$ cat config.mk
export PLATFORM = sky130hd
export DESIGN_NAME = dtoc_top
export DESIGN_NICKNAME = d
export VERILOG_FILES = /design/src/hdl/dtoc_pkg.sv /design/src/hdl/dtoc_timer.sv /design/src/hdl/dtoc_top.sv
export SDC_FILE = /design/constraint.sdc
export NUM_CORES = 1
export LEC_CHECK = 0
export ABC_AREA = 1
export BUFFER_PORTS_ARGS = -buffer_cell sky130_fd_sc_hd__buf_2
export CAP_MARGIN = 15
export CELL_PAD_IN_SITES_DETAIL_PLACEMENT = 0
export CELL_PAD_IN_SITES_GLOBAL_PLACEMENT = 1
export CORE_MARGIN = 2
export CORE_UTILIZATION = 42
export CTS_CLUSTER_SIZE = 20
export DETAILED_ROUTE_END_ITERATION = 10
export MAX_ROUTING_LAYER = met4
export PLACE_DENSITY_LB_ADDON = 0.1
export SYNTH_ARGS = -nofsm -noshare
export SYNTH_HDL_FRONTEND = slang
export SYNTH_SLANG_ARGS = --single-unit
$ cat constraint.sdc
create_clock -name aclk -period 2.91 [get_ports aclk]
set_clock_uncertainty 0.15 [all_clocks]
set_input_delay 0.1455 -clock aclk [delete_from_list [all_inputs] [get_ports aclk]]
set_output_delay 0.1455 -clock aclk [all_outputs]
set_load 0.005 [all_outputs]
$ cat src/hdl/dtoc_pkg.sv
// register map, field positions and reset values of the dual timer output compare block
package dtoc_pkg;
   // ==========================================
   // register byte offsets
   localparam logic [7:0] OFS_TMODE  = 8'h10;
   localparam logic [7:0] OFS_CSS    = 8'h14;
   localparam logic [7:0] OFS_PTR    = 8'h18;
   localparam logic [7:0] OFS_CMP_LO = 8'h1C;
   localparam logic [7:0] OFS_CMP_HI = 8'h20;
   localparam logic [7:0] OFS_RELOAD = 8'h24;
   localparam logic [7:0] OFS_PORT   = 8'h28;
   localparam logic [7:0] OFS_TSRC   = 8'h2C;
   localparam logic [7:0] OFS_OMODE  = 8'h30;
   localparam logic [7:0] OFS_OSTAT  = 8'h34;
   localparam logic [7:0] OFS_ISRC   = 8'h38;
   localparam logic [7:0] OFS_IREQ   = 8'h3C;
   // first_timer_low_byte, second_timer_low_byte and the matching high bytes
   localparam logic [7:0] OFS_T_LO [2] = '{8'h00, 8'h08};
   localparam logic [7:0] OFS_T_HI [2] = '{8'h04, 8'h0C};

   // ==========================================
   // field positions
   localparam int TMODE_STOP_LSB = 0;   // bit t: timer t stopped
   localparam int TMODE_WCTL_LSB = 2;   // bit 2+t: timer t writes latch only
   localparam int CSS_W          = 3;
   localparam int CSS_LSB [2]    = '{0, 4};
   localparam int OMODE_TEN_LSB  = 0;   // trigger enables, one per channel
   localparam int OMODE_LVL_LSB  = 4;   // output level latches
   localparam int OMODE_MOD_LSB  = 8;   // modulation enables, one per pair
   localparam int IREQ_CMP_LSB   = 2;   // bits 0,1 timer underflow requests

   // ==========================================
   // count source codes
   localparam logic [2:0] SRC_ALT = 3'h6;  // on-chip osc (first) / first underflow (second)
   localparam logic [7:0] DIV_MASK [6] = '{8'h01, 8'h0F, 8'h1F, 8'h3F, 8'h7F, 8'hFF};

   // ==========================================
   // reset values and bus answers
   localparam logic [15:0] RST_TIMER = 16'hFFFF;
   localparam logic [15:0] RST_LATCH = 16'hFFFF;
   localparam logic [3:0]  RST_TMODE = 4'h3;    // both timers stopped
   localparam logic [1:0]  RESP_OKAY   = 2'b00;
   localparam logic [1:0]  RESP_SLVERR = 2'b10;
endpackage : dtoc_pkg

$ cat src/hdl/dtoc_timer.sv
// one reloadable down-counting timer with reload latch
`timescale 1ns/1ns
`default_nettype none
module dtoc_timer
   import dtoc_pkg::*;
#(
   parameter int TW = 16
) (
   input  wire logic          aclk,
   input  wire logic          aresetn,
   input  wire logic          ce,
   input  wire logic          tick,
   input  wire logic          stop,
   input  wire logic          wr_en,
   input  wire logic          wr_latch_only,
   input  wire logic [TW-1:0] wr_val,
   output logic      [TW-1:0] count_r,
   output logic      [TW-1:0] latch_r,
   output logic      [TW-1:0] cnt_nxt,
   output logic               step,
   output logic               uf
);
   if (TW != 16) begin : g_chk
      $error("dtoc_timer: only 16-bit timers are supported");
   end

   assign step    = tick & ~stop;
   assign uf      = step & (count_r == '0);
   // reload after zero gives n+1 division
   assign cnt_nxt = uf ? latch_r : count_r - 1'b1;

   // reload latch, written whatever the run state
   always_ff @(posedge aclk) begin
      if (!aresetn) begin
         latch_r <= RST_LATCH;
      end else if (ce && wr_en) begin
         latch_r <= wr_val;
      end
   end

   // counter; a write with latch-only set leaves it alone even when stopped
   always_ff @(posedge aclk) begin
      if (!aresetn) begin
         count_r <= RST_TIMER;
      end else if (ce) begin
         if (wr_en && !wr_latch_only) begin
            count_r <= wr_val;
         end else if (step) begin
            count_r <= cnt_nxt;
         end
      end
   end
endmodule : dtoc_timer
`default_nettype wire

$ cat src/hdl/dtoc_top.sv
// dual 16-bit timer with four output compare channels behind an axi4-lite slave
//
// Operation
// - timers count down, reload and request on underflow
// - first timer clock: main osc divisions or on-chip
// - second timer clock: divisions or first underflow
// - loaded value n divides by n+1
// - write control: latch only or latch and counter
// - timer byte reads return count, low byte as frozen at the high byte read
// - four channels, each picks a source timer
// - pointer selects channel for compare byte writes
// - reload bit loads latch at source underflow
// - count equal to latch triggers compare
// - trigger enable gates output changes
// - level latch chooses polarity of latch edges
// - output status bit shows channel level
// - per-latch source bit gates compare request
// - modulation ands pair onto even pin
// - stopped source timer loads latch at once
// - latch above reload value never matches
//
// The register addresses and register access over AXI4-Lite were decided locally.
`timescale 1ns/1ns
`default_nettype none
module dtoc_top
   import dtoc_pkg::*;
#(
   parameter int ADDR_W = 8,
   parameter int PRE_W  = 8
) (
   input  wire logic              aclk,
   input  wire logic              aresetn,
   input  wire logic              ce,
   input  wire logic              onchip_osc_clk,
   input  wire logic [ADDR_W-1:0] s_axi_awaddr,
   input  wire logic              s_axi_awvalid,
   output logic                   s_axi_awready,
   input  wire logic [31:0]       s_axi_wdata,
   input  wire logic [3:0]        s_axi_wstrb,
   input  wire logic              s_axi_wvalid,
   output logic                   s_axi_wready,
   output logic [1:0]             s_axi_bresp,
   output logic                   s_axi_bvalid,
   input  wire logic              s_axi_bready,
   input  wire logic [ADDR_W-1:0] s_axi_araddr,
   input  wire logic              s_axi_arvalid,
   output logic                   s_axi_arready,
   output logic [31:0]            s_axi_rdata,
   output logic [1:0]             s_axi_rresp,
   output logic                   s_axi_rvalid,
   input  wire logic              s_axi_rready,
   output logic [3:0]             cmp_pin,
   output logic [3:0]             cmp_pin_oe,
   output logic [9:0]             irq_req
);
   if (ADDR_W < 8 || PRE_W < 8) begin : g_chk
      $error("dtoc_top: address and prescaler need at least 8 bits");
   end

   // ==========================================
   // axi4-lite slave
   logic [ADDR_W-1:0] awaddr_r;
   logic              aw_got_r;
   logic [31:0]       wdata_r;
   logic [3:0]        wstrb_r;
   logic              w_got_r;
   logic              wr_go;
   logic              wr_ok;
   logic [7:0]        wa;
   logic              rd_take;
   logic [31:0]       rd_word;
   logic              rd_ok;

   assign s_axi_awready = ~aw_got_r;
   assign s_axi_wready  = ~w_got_r;
   assign s_axi_arready = ~s_axi_rvalid;
   assign wr_go         = aw_got_r & w_got_r & ~s_axi_bvalid;
   assign wa            = awaddr_r[7:0];
   assign rd_take       = s_axi_arvalid & s_axi_arready;
   // misaligned or out-of-map addresses answer slverr and change nothing
   assign wr_ok         = (awaddr_r >> 6) == '0 && wa[1:0] == 2'b00;

   // address and data are caught independently, in either order
   always_ff @(posedge aclk) begin
      if (!aresetn) begin
         aw_got_r <= 1'b0;
         w_got_r  <= 1'b0;
         awaddr_r <= '0;
         wdata_r  <= 32'h0000_0000;
         wstrb_r  <= 4'h0;
      end else if (ce) begin
         if (s_axi_awvalid && s_axi_awready) begin
            aw_got_r <= 1'b1;
            awaddr_r <= s_axi_awaddr;
         end else if (wr_go) begin
            aw_got_r <= 1'b0;
         end
         if (s_axi_wvalid && s_axi_wready) begin
            w_got_r <= 1'b1;
            wdata_r <= s_axi_wdata;
            wstrb_r <= s_axi_wstrb;
         end else if (wr_go) begin
            w_got_r <= 1'b0;
         end
      end
   end

   // write response, one cycle after both halves are held
   always_ff @(posedge aclk) begin
      if (!aresetn) begin
         s_axi_bvalid <= 1'b0;
         s_axi_bresp  <= RESP_OKAY;
      end else if (ce) begin
         if (wr_go) begin
            s_axi_bvalid <= 1'b1;
            s_axi_bresp  <= wr_ok ? RESP_OKAY : RESP_SLVERR;
         end else if (s_axi_bready) begin
            s_axi_bvalid <= 1'b0;
         end
      end
   end

   // read data registered at the address handshake
   always_ff @(posedge aclk) begin
      if (!aresetn) begin
         s_axi_rvalid <= 1'b0;
         s_axi_rdata  <= 32'h0000_0000;
         s_axi_rresp  <= RESP_OKAY;
      end else if (ce) begin
         if (rd_take) begin
            s_axi_rvalid <= 1'b1;
            s_axi_rdata  <= rd_ok ? rd_word : 32'h0000_0000;
            s_axi_rresp  <= rd_ok ? RESP_OKAY : RESP_SLVERR;
         end else if (s_axi_rready) begin
            s_axi_rvalid <= 1'b0;
         end
      end
   end

   // byte-lane write strobes; only lanes 0 and 1 carry fields
   function automatic logic wsel(input logic [7:0] ofs, input logic lane);
      wsel = wr_go & wr_ok & (wa == ofs) & lane;
   endfunction : wsel

   // ==========================================
   // control registers
   logic [3:0]  tmode_r;
   logic [7:0]  css_r;
   logic [1:0]  ptr_r;
   logic [3:0]  port_r;
   logic [3:0]  tsrc_r;
   logic [9:0]  omode_r;
   logic [7:0]  isrc_r;

   // plain software-written fields
   always_ff @(posedge aclk) begin
      if (!aresetn) begin
         tmode_r <= RST_TMODE;
         css_r   <= 8'h00;
         ptr_r   <= 2'h0;
         port_r  <= 4'h0;
         tsrc_r  <= 4'h0;
         omode_r <= 10'h000;
         isrc_r  <= 8'h00;
      end else if (ce) begin
         if (wsel(OFS_TMODE, wstrb_r[0])) tmode_r <= wdata_r[3:0];
         if (wsel(OFS_CSS, wstrb_r[0]))   css_r   <= wdata_r[7:0];
         if (wsel(OFS_PTR, wstrb_r[0]))   ptr_r   <= wdata_r[1:0];
         if (wsel(OFS_PORT, wstrb_r[0]))  port_r  <= wdata_r[3:0];
         if (wsel(OFS_TSRC, wstrb_r[0]))  tsrc_r  <= wdata_r[3:0];
         if (wsel(OFS_OMODE, wstrb_r[0])) omode_r[7:0] <= wdata_r[7:0];
         if (wsel(OFS_OMODE, wstrb_r[1])) omode_r[9:8] <= wdata_r[9:8];
         if (wsel(OFS_ISRC, wstrb_r[0]))  isrc_r  <= wdata_r[7:0];
      end
   end

   // ==========================================
   // count sources
   logic [PRE_W-1:0] pre_r;
   logic             osc_d_r;
   logic             osc_rise;

   // free divider of the main oscillator (aclk) feeding all division taps
   always_ff @(posedge aclk) begin
      if (!aresetn) begin
         pre_r   <= '0;
         osc_d_r <= 1'b0;
      end else if (ce) begin
         pre_r   <= pre_r + 1'b1;
         osc_d_r <= onchip_osc_clk;
      end
   end
   assign osc_rise = onchip_osc_clk & ~osc_d_r;

   // ==========================================
   // the two timers
   logic [15:0] cnt     [2];
   logic [15:0] tlatch  [2];
   logic [15:0] cnt_nxt [2];
   logic [1:0]  step;
   logic [1:0]  uf;
   logic [1:0]  alt;
   logic [7:0]  stage_r [2];
   logic [7:0]  rdlo_r  [2];

   // second timer can cascade from first underflow
   assign alt = {uf[0], osc_rise};

   for (genvar t = 0; t < 2; t++) begin : g_tmr
      logic [2:0] sel;
      logic       tick;
      logic       commit;
      assign sel = css_r[CSS_LSB[t] +: CSS_W];
      assign tick = (sel == SRC_ALT) ? alt[t] :
                    (sel < SRC_ALT) && ((pre_r[7:0] & DIV_MASK[sel]) == DIV_MASK[sel]);
      // the high byte write commits the 16-bit value staged by the low byte
      assign commit = wsel(OFS_T_HI[t], wstrb_r[0]);

      dtoc_timer #(.TW(16)) u_tmr (
         .aclk          (aclk),
         .aresetn       (aresetn),
         .ce            (ce),
         .tick          (tick),
         .stop          (tmode_r[TMODE_STOP_LSB + t]),
         .wr_en         (commit),
         .wr_latch_only (tmode_r[TMODE_WCTL_LSB + t]),
         .wr_val        ({wdata_r[7:0], stage_r[t]}),
         .count_r       (cnt[t]),
         .latch_r       (tlatch[t]),
         .cnt_nxt       (cnt_nxt[t]),
         .step          (step[t]),
         .uf            (uf[t])
      );

      // low byte staging and read snapshot keep both halves coherent
      always_ff @(posedge aclk) begin
         if (!aresetn) begin
            stage_r[t] <= 8'h00;
            rdlo_r[t]  <= 8'h00;
         end else if (ce) begin
            if (wsel(OFS_T_LO[t], wstrb_r[0])) stage_r[t] <= wdata_r[7:0];
            // high byte read freezes live low byte
            if (rd_take && s_axi_araddr[7:0] == OFS_T_HI[t]) rdlo_r[t] <= cnt[t][7:0];
         end
      end
   end

   // ==========================================
   // compare registers and latches
   logic [15:0] cmp_reg [4];
   logic [15:0] latch   [8];
   logic [7:0]  reload_r;
   logic [7:0]  xfer;
   logic [7:0]  hit;

   // compare register of the pointed channel, low byte then high byte
   always_ff @(posedge aclk) begin
      if (!aresetn) begin
         cmp_reg <= '{default: RST_LATCH};
      end else if (ce) begin
         if (wsel(OFS_CMP_LO, wstrb_r[0])) cmp_reg[ptr_r][7:0]  <= wdata_r[7:0];
         if (wsel(OFS_CMP_HI, wstrb_r[0])) cmp_reg[ptr_r][15:8] <= wdata_r[7:0];
      end
   end

   for (genvar j = 0; j < 8; j++) begin : g_lat
      localparam int CH = j / 2;
      logic src;
      assign src = tsrc_r[CH];
      // or happens at once while stopped
      assign xfer[j] = reload_r[j] & (uf[src] | tmode_r[TMODE_STOP_LSB + int'(src)]);
      // equality on the new count value
      // latch above reload value is ignored
      assign hit[j] = step[src] & (cnt_nxt[src] == latch[j]) & (latch[j] <= tlatch[src]);

      always_ff @(posedge aclk) begin
         if (!aresetn) begin
            latch[j] <= RST_LATCH;
         end else if (ce && xfer[j]) begin
            latch[j] <= cmp_reg[CH];
         end
      end
   end

   // reload bits: software sets, transfer clears; a new set wins
   always_ff @(posedge aclk) begin
      if (!aresetn) begin
         reload_r <= 8'h00;
      end else if (ce) begin
         reload_r <= (reload_r & ~xfer) | (wsel(OFS_RELOAD, wstrb_r[0]) ? wdata_r[7:0] : 8'h00);
      end
   end

   // ==========================================
   // request bits, write one to clear, set beats clear
   logic [9:0] ireq_set;
   logic [9:0] ireq_clr;

   assign ireq_set = {hit & isrc_r, uf};
   assign ireq_clr = {wsel(OFS_IREQ, wstrb_r[1]) ? wdata_r[9:8] : 2'b00,
                      wsel(OFS_IREQ, wstrb_r[0]) ? wdata_r[7:0] : 8'h00};

   always_ff @(posedge aclk) begin
      if (!aresetn) begin
         irq_req <= 10'h000;
      end else if (ce) begin
         irq_req <= (irq_req & ~ireq_clr) | ireq_set;
      end
   end

   // ==========================================
   // waveform per channel
   logic [3:0] raw_r;
   logic [3:0] lvl;
   logic [3:0] wave;

   for (genvar c = 0; c < 4; c++) begin : g_ch
      assign lvl[c] = raw_r[c] ^ omode_r[OMODE_LVL_LSB + c];

      // x0 match raises, x1 match drops; x0 wins if both land together
      always_ff @(posedge aclk) begin
         if (!aresetn) begin
            raw_r[c] <= 1'b0;
         end else if (ce) begin
            if (omode_r[OMODE_TEN_LSB + c] && hit[2*c]) begin
               raw_r[c] <= 1'b1;
            end else if (omode_r[OMODE_TEN_LSB + c] && hit[2*c+1]) begin
               raw_r[c] <= 1'b0;
            end
         end
      end

      if (c % 2 == 0) begin : g_even
         // even pin carries and of pair
         assign wave[c] = omode_r[OMODE_MOD_LSB + c/2] ? (lvl[c] & lvl[c+1]) : lvl[c];
      end else begin : g_odd
         assign wave[c] = lvl[c];
      end

      // pin only driven while its port bit is set
      always_ff @(posedge aclk) begin
         if (!aresetn) begin
            cmp_pin[c] <= 1'b0;
         end else if (ce) begin
            cmp_pin[c] <= port_r[c] & wave[c];
         end
      end
   end
   assign cmp_pin_oe = port_r;

   // ==========================================
   // read mux
   always_comb begin
      rd_word = 32'h0000_0000;
      rd_ok   = (s_axi_araddr >> 6) == '0 && s_axi_araddr[1:0] == 2'b00;
      case (s_axi_araddr[7:0])
         OFS_T_HI[0]: rd_word[7:0] = cnt[0][15:8];
         OFS_T_LO[0]: rd_word[7:0] = rdlo_r[0];
         OFS_T_HI[1]: rd_word[7:0] = cnt[1][15:8];
         OFS_T_LO[1]: rd_word[7:0] = rdlo_r[1];
         OFS_TMODE:   rd_word[3:0] = tmode_r;
         OFS_CSS:     rd_word[7:0] = css_r;
         OFS_PTR:     rd_word[1:0] = ptr_r;
         OFS_CMP_LO:  rd_word[7:0] = cmp_reg[ptr_r][7:0];
         OFS_CMP_HI:  rd_word[7:0] = cmp_reg[ptr_r][15:8];
         OFS_RELOAD:  rd_word[7:0] = reload_r;
         OFS_PORT:    rd_word[3:0] = port_r;
         OFS_TSRC:    rd_word[3:0] = tsrc_r;
         OFS_OMODE:   rd_word[9:0] = omode_r;
         OFS_OSTAT:   rd_word[3:0] = lvl;
         OFS_ISRC:    rd_word[7:0] = isrc_r;
         OFS_IREQ:    rd_word[9:0] = irq_req;
         default:     rd_ok = 1'b0;
      endcase
   end
endmodule : dtoc_top
`default_nettype wire

== Yosys cells after proc, flatten, opt, wreduce, memory -nomap -nowiden ==
Memories as Yosys holds them, arrays and structs flattened.
Cells that the tools add are included.

* Bits in registers: 263
* Bits in latches: 0
* Memory bits (writable): 160
* ROM bits: 128
* Output and inout bits: 59
* Memories: 5

{| class="wikitable"
|+ Memories
! memory !! words !! width !! rd ports !! clocked after memory_dff !! write ports !! line !! RTL
|-
| latch || 8 || 16 || 8 || 0 || 8 || dtoc_top.sv:251 || <nowiki>logic [15:0] latch [8];</nowiki>
|-
| (name not given) || 8 || 8 || 1 || 0 || 0 || dtoc_top.sv:215 || <nowiki>(sel < SRC_ALT) && ((pre_r[7:0] & DIV_MASK[sel]) == DIV_MASK[sel]);</nowiki>
|-
| (name not given) || 8 || 8 || 1 || 0 || 0 || dtoc_top.sv:215 ||
|-
| rdlo_r || 2 || 8 || 2 || 0 || 2 || dtoc_top.sv:204 || <nowiki>logic [7:0] rdlo_r [2];</nowiki>
|-
| stage_r || 2 || 8 || 2 || 0 || 2 || dtoc_top.sv:203 || <nowiki>logic [7:0] stage_r [2];</nowiki>
|}

* Add/subtract/negate cells: 3
* $mul: 0
* Divide/modulo/power cells: 0
* Magnitude comparators: 26
* Equality and inequality tests: 41
* Shift operators: 0
* Mux-type cells: 154
* Bitwise operators: 114
* Reductions and logical operators: 72

{| class="wikitable"
|+ Operators with widths
! kind !! count
|-
| $mux W16 || 41
|-
| $mux W64 || 4
|-
| $bwmux W64 || 2
|-
| $eq A16 B16 Y1 || 8
|-
| $le A16 B16 Y1 || 8
|-
| $eq A8 B6 Y1 const B || 15
|-
| $mux W8 || 11
|-
| $mux W1 || 85
|-
| $and A1 B1 Y1 || 71
|-
| $demux W16 S2 || 2
|-
| $eq A8 B5 Y1 const B || 8
|-
| $pmux W4 S11 || 1
|-
| $reduce_and A2 Y1 || 22
|-
| $and A8 B8 Y8 || 4
|-
| $bmux W16 S2 || 1
|-
| $eq A8 B4 Y1 const B || 4
|-
| $logic_not A16 Y1 || 2
|-
| $logic_not A8 Y1 || 4
|-
| $pmux W2 S16 || 1
|-
| $sub A16 B1 Y16 const B || 2
|-
| $pmux W2 S15 || 1
|-
| $logic_and A1 B1 Y1 || 29
|-
| $reduce_bool A2 Y1 || 10
|-
| $eq A8 B3 Y1 const B || 2
|-
| 27 further kinds || 72
|}

== Longest topological paths before layout ==
Gate-level depths: netlist of the first run.

* Word-level depth: 23
* Depth in mapped cells: 24

== Cells and area by module ==
From an unflattened synthesis of the first run, not the netlist that was laid out.

* Cell total of the unflattened synthesis: 3558
* Area total of the unflattened synthesis: 24723.7 µm²

{| class="wikitable"
|+ By module, submodules not included
! module !! instances !! cells each !! area each (µm²)
|-
| dtoc_top || 1 || 2884 || 20664.8
|-
| dtoc_timer || 2 || 337 || 2029.4
|}

== Worst setup path before layout of the first run ==
OpenSTA, ideal clock, no wires.

* Kind: reg2reg
* From: register tsrc_r[1]
* To: register raw_r[1]
* Arrival: 2.727 ns
* Path slack: -0.100 ns
* Cell stages (with the launch flop): 20
* Path buffers: 3
* Clock period less this slack: 3.010 ns
* Cells stage by stage: dfxtp_1 > buf_1 > clkbuf_1 > buf_1 > nand2_1 > o21ai_0 > ha_1 > a21oi_1 > nor2_1 > a211oi_1 > o221a_2 > nand2_1 > nand2_1 > nand2_1 > nor2_1 > nand2_1 > nor2_1 > nand4_1 > nand2_1 > a21oi_1

* Longest elaborated chain between the ends: 10
* Elaborated cells on any way between the ends: 22
* Classes of those cells: order compare (2); eq/ne (2); mux (9); bitwise (5); reduce/logical (4)

{| class="wikitable"
|+ Ends and longest elaborated chain
! what !! line !! RTL
|-
| start, declared || dtoc_top.sv:151 || <nowiki>logic [3:0] tsrc_r;</nowiki>
|-
| start signal, assigned || dtoc_top.sv:170 || <nowiki>if (wsel(OFS_TSRC, wstrb_r[0])) tsrc_r <= wdata_r[3:0];</nowiki>
|-
| parallel branches: the longest is 10 deep, another holds $le A16 B16 Y1 || -- ||
|-
| end signal, assigned by index || dtoc_top.sv:323 || <nowiki>raw_r[c] <= 1'b0;</nowiki>
|-
| end signal, assigned by index || dtoc_top.sv:326 || <nowiki>raw_r[c] <= 1'b1;</nowiki>
|-
| end signal, assigned by index || dtoc_top.sv:328 || <nowiki>raw_r[c] <= 1'b0;</nowiki>
|-
| end, declared || dtoc_top.sv:313 || <nowiki>logic [3:0] raw_r;</nowiki>
|}

Several ways; the timed one is not identified. The select of a mux whose other input is x is not followed.
A chain may end at the register's enable or synchronous reset.

== Final worst setup path of the first run ==
* From: register g_tmr[1].u_tmr.count_r[0]
* To: register raw_r[2]

* Longest elaborated chain between the ends: 12
* Elaborated cells on any way between the ends: 18
* Classes of those cells: add/sub (1); eq/ne (2); mux (5); bitwise (5); reduce/logical (5)

{| class="wikitable"
|+ Ends and longest elaborated chain
! what !! line !! RTL
|-
| start, declared || dtoc_timer.sv:17 || <nowiki>output logic [TW-1:0] count_r,</nowiki>
|-
| start signal, assigned || dtoc_timer.sv:47 || <nowiki>count_r <= wr_val;</nowiki>
|-
| start signal, assigned || dtoc_timer.sv:49 || <nowiki>count_r <= cnt_nxt;</nowiki>
|-
| parallel branches: the longest is 2 deep, another holds $sub A16 B1 Y16 || -- ||
|-
| $mux W16 (*) || dtoc_timer.sv:30 || <nowiki>assign cnt_nxt = uf ? latch_r : count_r - 1'b1;</nowiki>
|-
| $mux W16 (implied by the code) (*) (3 in series) || dtoc_top.sv:274 || <nowiki>assign hit[j] = step[src] & (cnt_nxt[src] == latch[j]) & (latch[j] <= tlatch[src]);</nowiki>
|-
| $eq A16 B16 Y1 || dtoc_top.sv:274 ||
|-
| $and A1 B1 Y1 (2 in series) || dtoc_top.sv:274 ||
|-
| $logic_and A1 B1 Y1 (on tied branches) || dtoc_top.sv:325, dtoc_top.sv:327 ||
|-
| $reduce_bool A2 Y1 (no line) || -- ||
|-
| $reduce_and A2 Y1 (no line) || -- ||
|}

Every way passes the cells marked *. The select of a mux whose other input is x is not followed.

==> results.md, run 1 <==
Status:
- The flow ran to the end, but the final reports show violations.
- The final reports fail on negative setup slack.

STA:
- The final number of max-transition violations came to 0.
- After layout, the worst setup slack is -193.3 ps.
- The count of final hold-check violations is 0.
- The total setup violations reported at the end of the flow is 12.
- Counting I/O delays and the setup requirement, the final critical path takes around 3100 ps.
- Setup repair after global routing could not meet its margin everywhere.
- For the pin with the worst max-slew slack, the measured transition is between 900 and 1000 ps.
- The final clock period utilization by the worst path is 106.6%.
- Static timing analysis puts the maximum clock frequency at 0.3222 GHz.
- Headroom to the max-slew limit came out at a little over a third.

Floorplan:
- The die is between 200 and 250 um tall.
- The x dimension of the die is around 240 um.
- In this run the standard cell core region covers 0.05748 mm2.
- The number of top-level design ports is 120.
- The overall die area is roughly 0.06 mm2.
- After floorplanning, the core was divided into 88 placement rows.
- The starting utilization of the core area is 42.26%.

Detailed routing:
- The length of the first detailed-routing pass in iterations is 7.
- The highest layer touched by signal routing is met4.
- The met2 layer wire length in the routed design is about 53000 um.
- The DRC violation total after the first TritonRoute iteration is around 2900.
- The final antenna-violating net count is 0.
- The total length of routed met3 wires is 11000 um.
- After detailed routing, the number of remaining DRC violations is 0.
- The detailed-route wire length per cell is between 20 and 30 um.
- Using the TritonRoute via totals, the vias-per-cell ratio works out to slightly below 6.
- The routed layout has between 20000 and 30000 vias.
- The wire length reported by the detailed router is roughly 120000 um.
- The met1 routed wirelength after detailed routing is around 49000 um.

Critical path:
- The register-to-register path setup slack is -190 ps.
- The kind of cell with the highest combined delay on the critical path is simple AND/OR/NAND/NOR gates.
- The number of buffers and inverters on the critical path is 4.
- The critical path goes through inv_2 -> ha_4 -> nand2_4 -> nor2_4 -> nand3_2 -> nor2_4 -> nand3_2 -> nor2_4 -> buf_8 -> nand4_4 -> buf_6 -> nand3_4 -> nand2_2 -> buf_6 -> nand2_4 -> nand2_2 -> nor2_2 -> nand2_1 -> nor2_2 -> nand4_1 -> nand2_1 -> a21oi_1.
- The arrival time at the worst endpoint is roughly 3400 ps.
- In this design, the stage delay of the slowest critical-path cell is 320 ps.
- The worst reg2reg path endpoint is raw_r[2].
- The worst setup path is captured at a flop.
- The worst setup path is of the flop to flop kind.
- The worst-path cell with the longest stage delay is dfxtp_2.
- For the worst flop-to-flop path, the logic depth is 22.
- The startpoint kind of the worst setup timing path is a flop.
- The critical path data required time is 3190 ps.
- The cell occurring most often along the worst timing path is nor2_4.
- The startpoint identified for the worst register-to-register timing path is g_tmr[1].u_tmr.count_r[0].
- The largest fanout on the critical path is 8.

Clock network:
- The TritonCTS sink count is 399.
- The clock reaches the later pin of the worst-skew pair after 630 ps.
- The buffer cell driving the clock tree root is clkbuf_16.
- In this run the number of H-tree levels came out at 2.
- The clock tree buffer depth is 3.
- The number of clock buffers added by TritonCTS is 45.
- After clock tree synthesis, the clock-pin slew on the worst setup and hold paths is approximately 60 ps.
- The TritonCTS clock tree is yes.

Finish:
- Fill cells in the final layout number around 5500.
- For this run, the number of standard cells in the final layout without fillers is 4569.
- The area growth from synthesis to final layout is 33.65%.
- Cells fill between 50 and 60% of the core in the end.
- In the final layout, the share of cells above drive strength 1 is about a quarter.
- After the last flow step, the layout net total stands at roughly 4000.
- The register with the most flip-flops in the layout has roughly 130 of them.

Place:
- At the end of routability-driven placement, the weighted congestion stood at 1.111.
- The count of buffers from port buffering is 71.
- Including well taps, the total number of placed cells is 4398.
- The post-detailed-placement half-perimeter wirelength is 95700 um.

Worst hold path:
- For hold timing, the worst endpoint is stage_r[1][5].
- The startpoint identified for the worst hold timing path is aresetn.
- The path class of the tightest hold or removal check is primary input to flop.
- The worst hold path was traced through 3 stages.

Synth:
- In this run, distinct cell masters in the synthesized netlist total 55.
- The mapped netlist covers approximately 0.024 mm2.
- After synthesis, the largest area contributor takes up about a fifth of total cell area.
- The number of synthesis warnings is 0.
- The synthesized design spends more area on one cell type than any other, namely edfxtp_1.
- The most instantiated flip-flop cell in the synthesis netlist is dfxtp_1.
- Sorting the synthesized cells by area gives the leading types as edfxtp_1, dfxtp_1, nand2_1, ha_1, nand3_1.
- The mean instance size in the synthesized netlist is between 7 and 8 um2.
- The number of enable-type register cells in the synthesized netlist is between 150 and 200.
- The count of mapped cells out of synthesis is between 3000 and 4000.
- The flop and latch count out of synthesis is approximately 400.
- Of all flip-flops after synthesis, the portion carrying an async set or reset was 0%.
- The fraction of the yosys area taken by sequential cells is between 30% and 40%.

GRT:
- The all-layer global routing usage is 40.89%.
- The first global-routing pass estimated roughly 170000 um of wire.
- The number of antenna violations at the first check in global routing was 6.
- The via count of the first global-routing pass is around 25000.
- The largest net degree at the start of global routing is approximately 130.
- The total overflow left after global routing is 0.

Pwr:
- The largest voltage drop on the vdd net is approximately 0.5 mV.
- The analysis attributes to cell leakage a power of ~15 nW.
- Dividing total power by cell area gives a power density of 390.2 mW/mm2.

Flow run:
- Max-cap violations in this run came to 0.
worst max-delay path by stage:
stage	from	endpoint	slack, ps	depth (start not counted)
floorplan	tsrc_r[1]	raw_r[1]	20	18
finish	g_tmr[1].u_tmr.count_r[0]	raw_r[2]	-190	22
detailed placement	css_r[2]	irq_req[5]	-560	16
global placement	g_tmr[0].u_tmr.count_r[0]	irq_req[5]	-570	19
CTS	g_tmr[1].u_tmr.count_r[1]	raw_r[2]	-120	21
global route	g_tmr[0].u_tmr.count_r[0]	irq_req[4]	-290	20
cell families after synthesis:
group                      after synthesis  synth area share, %
other                                    1              0.01544
adders and majority gates              131                6.748
and+or+nand+nor                       1540                28.02
xor gates and xnor gates                58                2.091
buffers and inverters                  454                7.680
AOI/OAI and AO/OA                      649                15.97
DFF                                    399                39.48
cell type report:
cell class	instances	area, um2	share of cell area [%]
diodes	1	2.502	0.007708
clock buffers	62	1260	3.881
clock inverters	22	307.8	0.9481
inverters	306	1151	3.546
multi-input cells	2403	13900	42.80
flip-flops and latches	399	9609	29.60
well taps	765	957.2	2.948
repair buffers	611	5281	16.27
layout by cell type (no fill, tap or decap), drive strengths merged, types with 2 or more instances in the layout:
master       Yosys  layout
conb             1      24
o221a            2       2
nand3          244     244
dfxtp          239     239
o22ai           24      24
dlygate4sd3      0      49
a221oi           8       8
o21ai          227     227
o41ai            3       3
o211ai         102     102
nor2           258     258
a22oi            9       9
nand3b          32      32
a21oi          189     189
nand2          895     896
a31oi            2       2
o21a            11      11
nand4           58      58
o2111ai         14      14
ha             131     131
nor3            32      32
o31ai            8       8
o21bai           3       3
bufinv           0       5
buf             58     561
a32o             3       3
clkinv          12      24
xor2            36      36
or2             13      13
o221ai          17      17
a41oi            3       3
edfxtp         160     160
a211oi          23      23
inv            294     298
nor4             5       5
clkbuf          90      63
and2             3       3
xnor2           22      22
through the flow:
step / instance area, um2 / power [mW] / TNS, ps / hold slack [ps] / setup WS (ps)
2_1_floorplan: 24380 / 6.266 / 0 / 130.4 / 19.83
3_3_place_gp: 28990 / 6.515 / -19850 / 244.8 / -566.4
3_5_place_dp: 28990 / 6.524 / -26580 / 253.1 / -563.2
4_1_cts: 31760 / 12.66 / -1082 / 0.5387 / -118.7
5_1_grt: 32460 / 12.93 / -13500 / 30.91 / -291.4
6_report: 32460 / 12.67 / -1508 / 18.61 / -193.3
tightest hold or removal path, cell delays in order:
cell and delay [ps]:
buf_6 150, nand3_1 260, nor2_1 70
synth_stat cells (23+ instances only):
| cell type | number |
|---|---|
| nand3_1 | 231 |
| a21oi_1 | 189 |
| dfxtp_1 | 239 |
| clkbuf_1 | 90 |
| o22ai_1 | 24 |
| o21ai_0 | 200 |
| ha_1 | 131 |
| nor2_1 | 244 |
| nand2_1 | 879 |
| o211ai_1 | 102 |
| nor3_1 | 32 |
| buf_4 | 26 |
| edfxtp_1 | 160 |
| nand3b_1 | 32 |
| a211oi_1 | 23 |
| inv_1 | 289 |
| o21ai_1 | 25 |
| nand4_1 | 43 |
| xor2_1 | 36 |
what timing repair did:
action                                  CTS  global route
pin swaps                                43            76
buffers inserted                         21            16
endpoints found under the setup margin  264           295
endpoints found under the hold margin    60             0
resized for setup                       151           136
cloned                                    1             2
hold buffers                             49             0
per-layer routing:
metal	vias up	global-route usage, %
met3	368	6.201
met2	1476	62.18
met1	12550	52.35
met4	0	22.22
li1	12070	-
met5	-	-
report_power, final:
group / leakage [nW] / total, mW / internal (mW) / switching, mW
logic: 11.3 / 0.631 / 0.207 / 0.424
clock network: 0.766 / 6.16 / 3.52 / 2.63
registers: 3.13 / 5.88 / 5.84 / 0.0407
Power figures use the tool's default switching activity.
==> inputs of run 2 (changes only) <==
SETUP_SLACK_MARGIN = 0.3   (was not set)
==> results.md, run 2 (synthesis results as in run 1) <==
STA:
- Setup repair after global routing could not meet its margin everywhere.
- The post-route worst setup slack is -255.7 ps (-62.40 ps).
- The total setup violations reported at the end of the flow is 148 (+136).
- The achievable clock frequency was 0.3159 GHz (-2.0%).
- The final clock period utilization by the worst path was 108.8% (+2.1 points).
- The final number of max-transition violations is 0 (unchanged).
- The transition time of the tightest slew-check pin is 1056 ps (+83.85 ps).
- The final critical-path required period was 3166 ps (+62.39 ps).
- The worst slew slack as a fraction of its limit is 29.50% (-5.7 points).
- The count of final hold-check violations came to 0 (unchanged).

Finish:
- The number of flip-flops under the largest register name is 128 (unchanged).
- The count of placed standard cells in the final layout, fillers left out came to 4569 (unchanged).
- In the layout the commonest cells are nand2_1, buf_4, inv_1.
- The most frequent standard cell in the layout excluding fill and tap cells is nand2_1.
- The layout filler cell count is 5378 (-1.3%).
- The final design instance area without fill is 0.03305 mm2 (+1.8%).
- The area growth from synthesis to final layout is 36.07%.
- The proportion of layout cells with a drive suffix above 1 is 25.54% (+1.8 points).
- The count of nets after finishing was 3955 (-0.076%).

Detailed routing:
- The wire length reported by the detailed router came to 121600 um (+0.71%).
- The DRC violation total after the first TritonRoute iteration was 3028 (+5.3%).
- The detail-routed via count per cell is 5.791 (about the same).
- The detailed-route wire length per cell is 26.61 um (+0.71%).
- The number of remaining DRC errors is 0 (unchanged).
- The via total after detailed routing is 26460 (-0.015%).
- The length of the first detailed-routing pass in iterations is 6 (-1).
- The final antenna-violating net count came to 0 (unchanged).

Place:
- The count of buffers from port buffering was 71 (unchanged).
- The placed instance count came to 4377 (-0.48%).
- The post-detailed-placement cell area is 0.02886 mm2 (-0.44%).
- The final weighted congestion in routability-driven placement is 1.071 (-3.6%).
- The post-detailed-placement half-perimeter wirelength is 93810 um (-2.0%).

Clock network:
- The latest clock arrival within the worst-skew pair is 610 ps (-20 ps).
- The maximum level of the CTS H-tree is 2 (unchanged).
- The total CTS buffers came to 47 (+4.4%).
- The buffer cell driving the clock tree root is clkbuf_16.
- TritonCTS built the clock tree.
- The clock-pin slew reported for the worst setup and hold paths after clock tree synthesis is 60 ps (about the same).
- The TritonCTS sink count is 399 (unchanged).
- The clock tree buffer depth was 3 (unchanged).

Critical path:
- The arrival time at the worst endpoint came to 3550 ps (+170 ps).
- The largest fanout on the critical path came to 7 (-1).
- The startpoint-to-endpoint class of the critical path is flop to flop.
- The critical path data required time is 3290 ps (+100 ps).
- STA classifies the critical path startpoint as a flop.
- STA classifies the critical path endpoint as a flop.

Floorplan:
- The number of placement rows came to 88 (unchanged).
- The number of top-level design ports was 120 (unchanged).
- The x dimension of the die is 244.5 um (unchanged).
- The chip height was 244.5 um (unchanged).
- The core box area is 0.05748 mm2 (unchanged).
- The starting utilization of the core area is 42.26% (unchanged).
- The overall die area is 0.05978 mm2 (unchanged).

Pwr:
- The share of power burned in combinational logic is 5.2% (+0.2 points).
- The power density over cell area is 393.8 mW/mm2 (+0.93%).
- The internal cell power came to 9.912 mW (+3.6%).
- The clock group share of total power was 49.7% (+1.1 points).
- The largest voltage drop on the vdd net is 0.3907 mV (-23%).
- The switching power as a share of total power was 23.84% (-0.60 points).
- The fraction of power consumed by sequential logic is 45.2% (-1.2 points).
- The net load switching power is 3.103 mW (+0.23%).
- The leakage component of the power was 15.45 nW (+1.4%).

GRT:
- The all-layer global routing usage is 40.65% (-0.25 points).
- The number of antenna violations at the first check in global routing is 1 (-5).
- The first-pass GRT wire length is 170300 um (-0.74%).
- The largest net degree at the start of global routing is 92 (-28%).
- The via count of the first global-routing pass is 24870 (-1.7%).
- The sum of overflow across all layers after global routing is 0 (unchanged).

Status:
- The final reports fail on negative setup slack.
- The flow ran to the end, but the final reports show violations.

Flow run:
- The number of violations of the max-capacitance limit is 0 (unchanged).

Worst hold path:
- The classification of the worst-slack hold path is primary input to flop.
## run 2: changes by cell type in the layout (fill, tap and decap cells not counted), moves of 9 or more
cell       previous run  this run
o21ai_0             189       180
clkbuf_16            46        58
nand2_1             821       790
buf_4               416       403
nand2_2              50        71
a21oi_1             186       177
nor2_1              214       202
## run 2: power groups by stage
stage / clock network (mW) / logic, mW / registers (mW)
floorplan: 0 / 0.280 / 5.99
global placement: 0 / 0.507 / 6.00
detailed placement: 0 / 0.518 / 6.00
CTS: 6.49 / 0.591 / 5.88
global route: 6.69 / 0.705 / 5.88
finish: 6.47 / 0.672 / 5.88
## run 2: what timing repair did
action                     4_1_cts  5_1_grt
resized for setup              116      249
hold buffers                    41        0
cloned                           1       12
pin swaps                       31       92
hold endpoints to repair        81        0
buffers inserted                26       22
setup endpoints to repair      305      366
## run 2: worst max-delay path: stages (launching register included)
cell     delay, ps
dfxtp_2        320
inv_2           80
ha_4           150
nand2_4         60
nor2_4         130
nand3_2        110
nor2_4         150
nand4_4        140
nand2_8        150
buf_12         140
nand3_4        110
o21ai_4        260
buf_6          160
nand2_4         60
nand2_4         70
nand2_2         50
nand2_2         50
nand2_2         80
nor2_4         200
nand4_1        260
a21oi_1        200
## run 2: path summary, 6_finish.rpt
kind,startpoint,to,slack (ps),depth (start not counted)
hold reg to reg,s_axi_rdata[3],s_axi_rdata[3],320,2
hold / removal,s_axi_araddr[2],s_axi_rdata[8],80,6
setup reg to reg,g_tmr[0].u_tmr.count_r[0],irq_req[4],-260,20
setup / recovery,g_tmr[0].u_tmr.count_r[0],irq_req[4],-260,20
## run 2: cell type report
type	count	area, um2	area share, %
inverter	306	1162	3.517
clock buffer	58	1300	3.933
timing repair buffer	605	5424	16.41
multi-input combinational	2403	14200	42.96
sequential	399	9615	29.09
clock inverter	30	385.4	1.166
tap	765	957.2	2.896
timing repair inverter	1	5.005	0.01514
antenna	2	5.005	0.01514
## run 2: metrics by stage
step / TNS [ps] / hold WS [ps] / total power, mW / setup slack (ps) / utilization, %
floorplan: 0 / 130.4 / 6.269 / 212.4 / -
global placement: -41560 / 243.1 / 6.505 / -570.7 / 50.21
detailed placement: -60130 / 248.8 / 6.517 / -603.1 / 50.21
CTS: -1752 / 60.61 / 12.95 / -195.3 / 55.05
global route: -27090 / 120.2 / 13.27 / -349.4 / 57.50
finish: -7067 / 75.13 / 13.02 / -255.7 / 57.51
## run 2: per-layer routing
layer | up-vias | global-route usage, % | part of all wire [%]
met1 | 12620 | 52.24 | 41
li1 | 12100 | - | -
met3 | 310 | 7.989 | 10
met4 | 0 | 23.21 | 7.0
met5 | - | - | 0
met2 | 1432 | 59.65 | 42
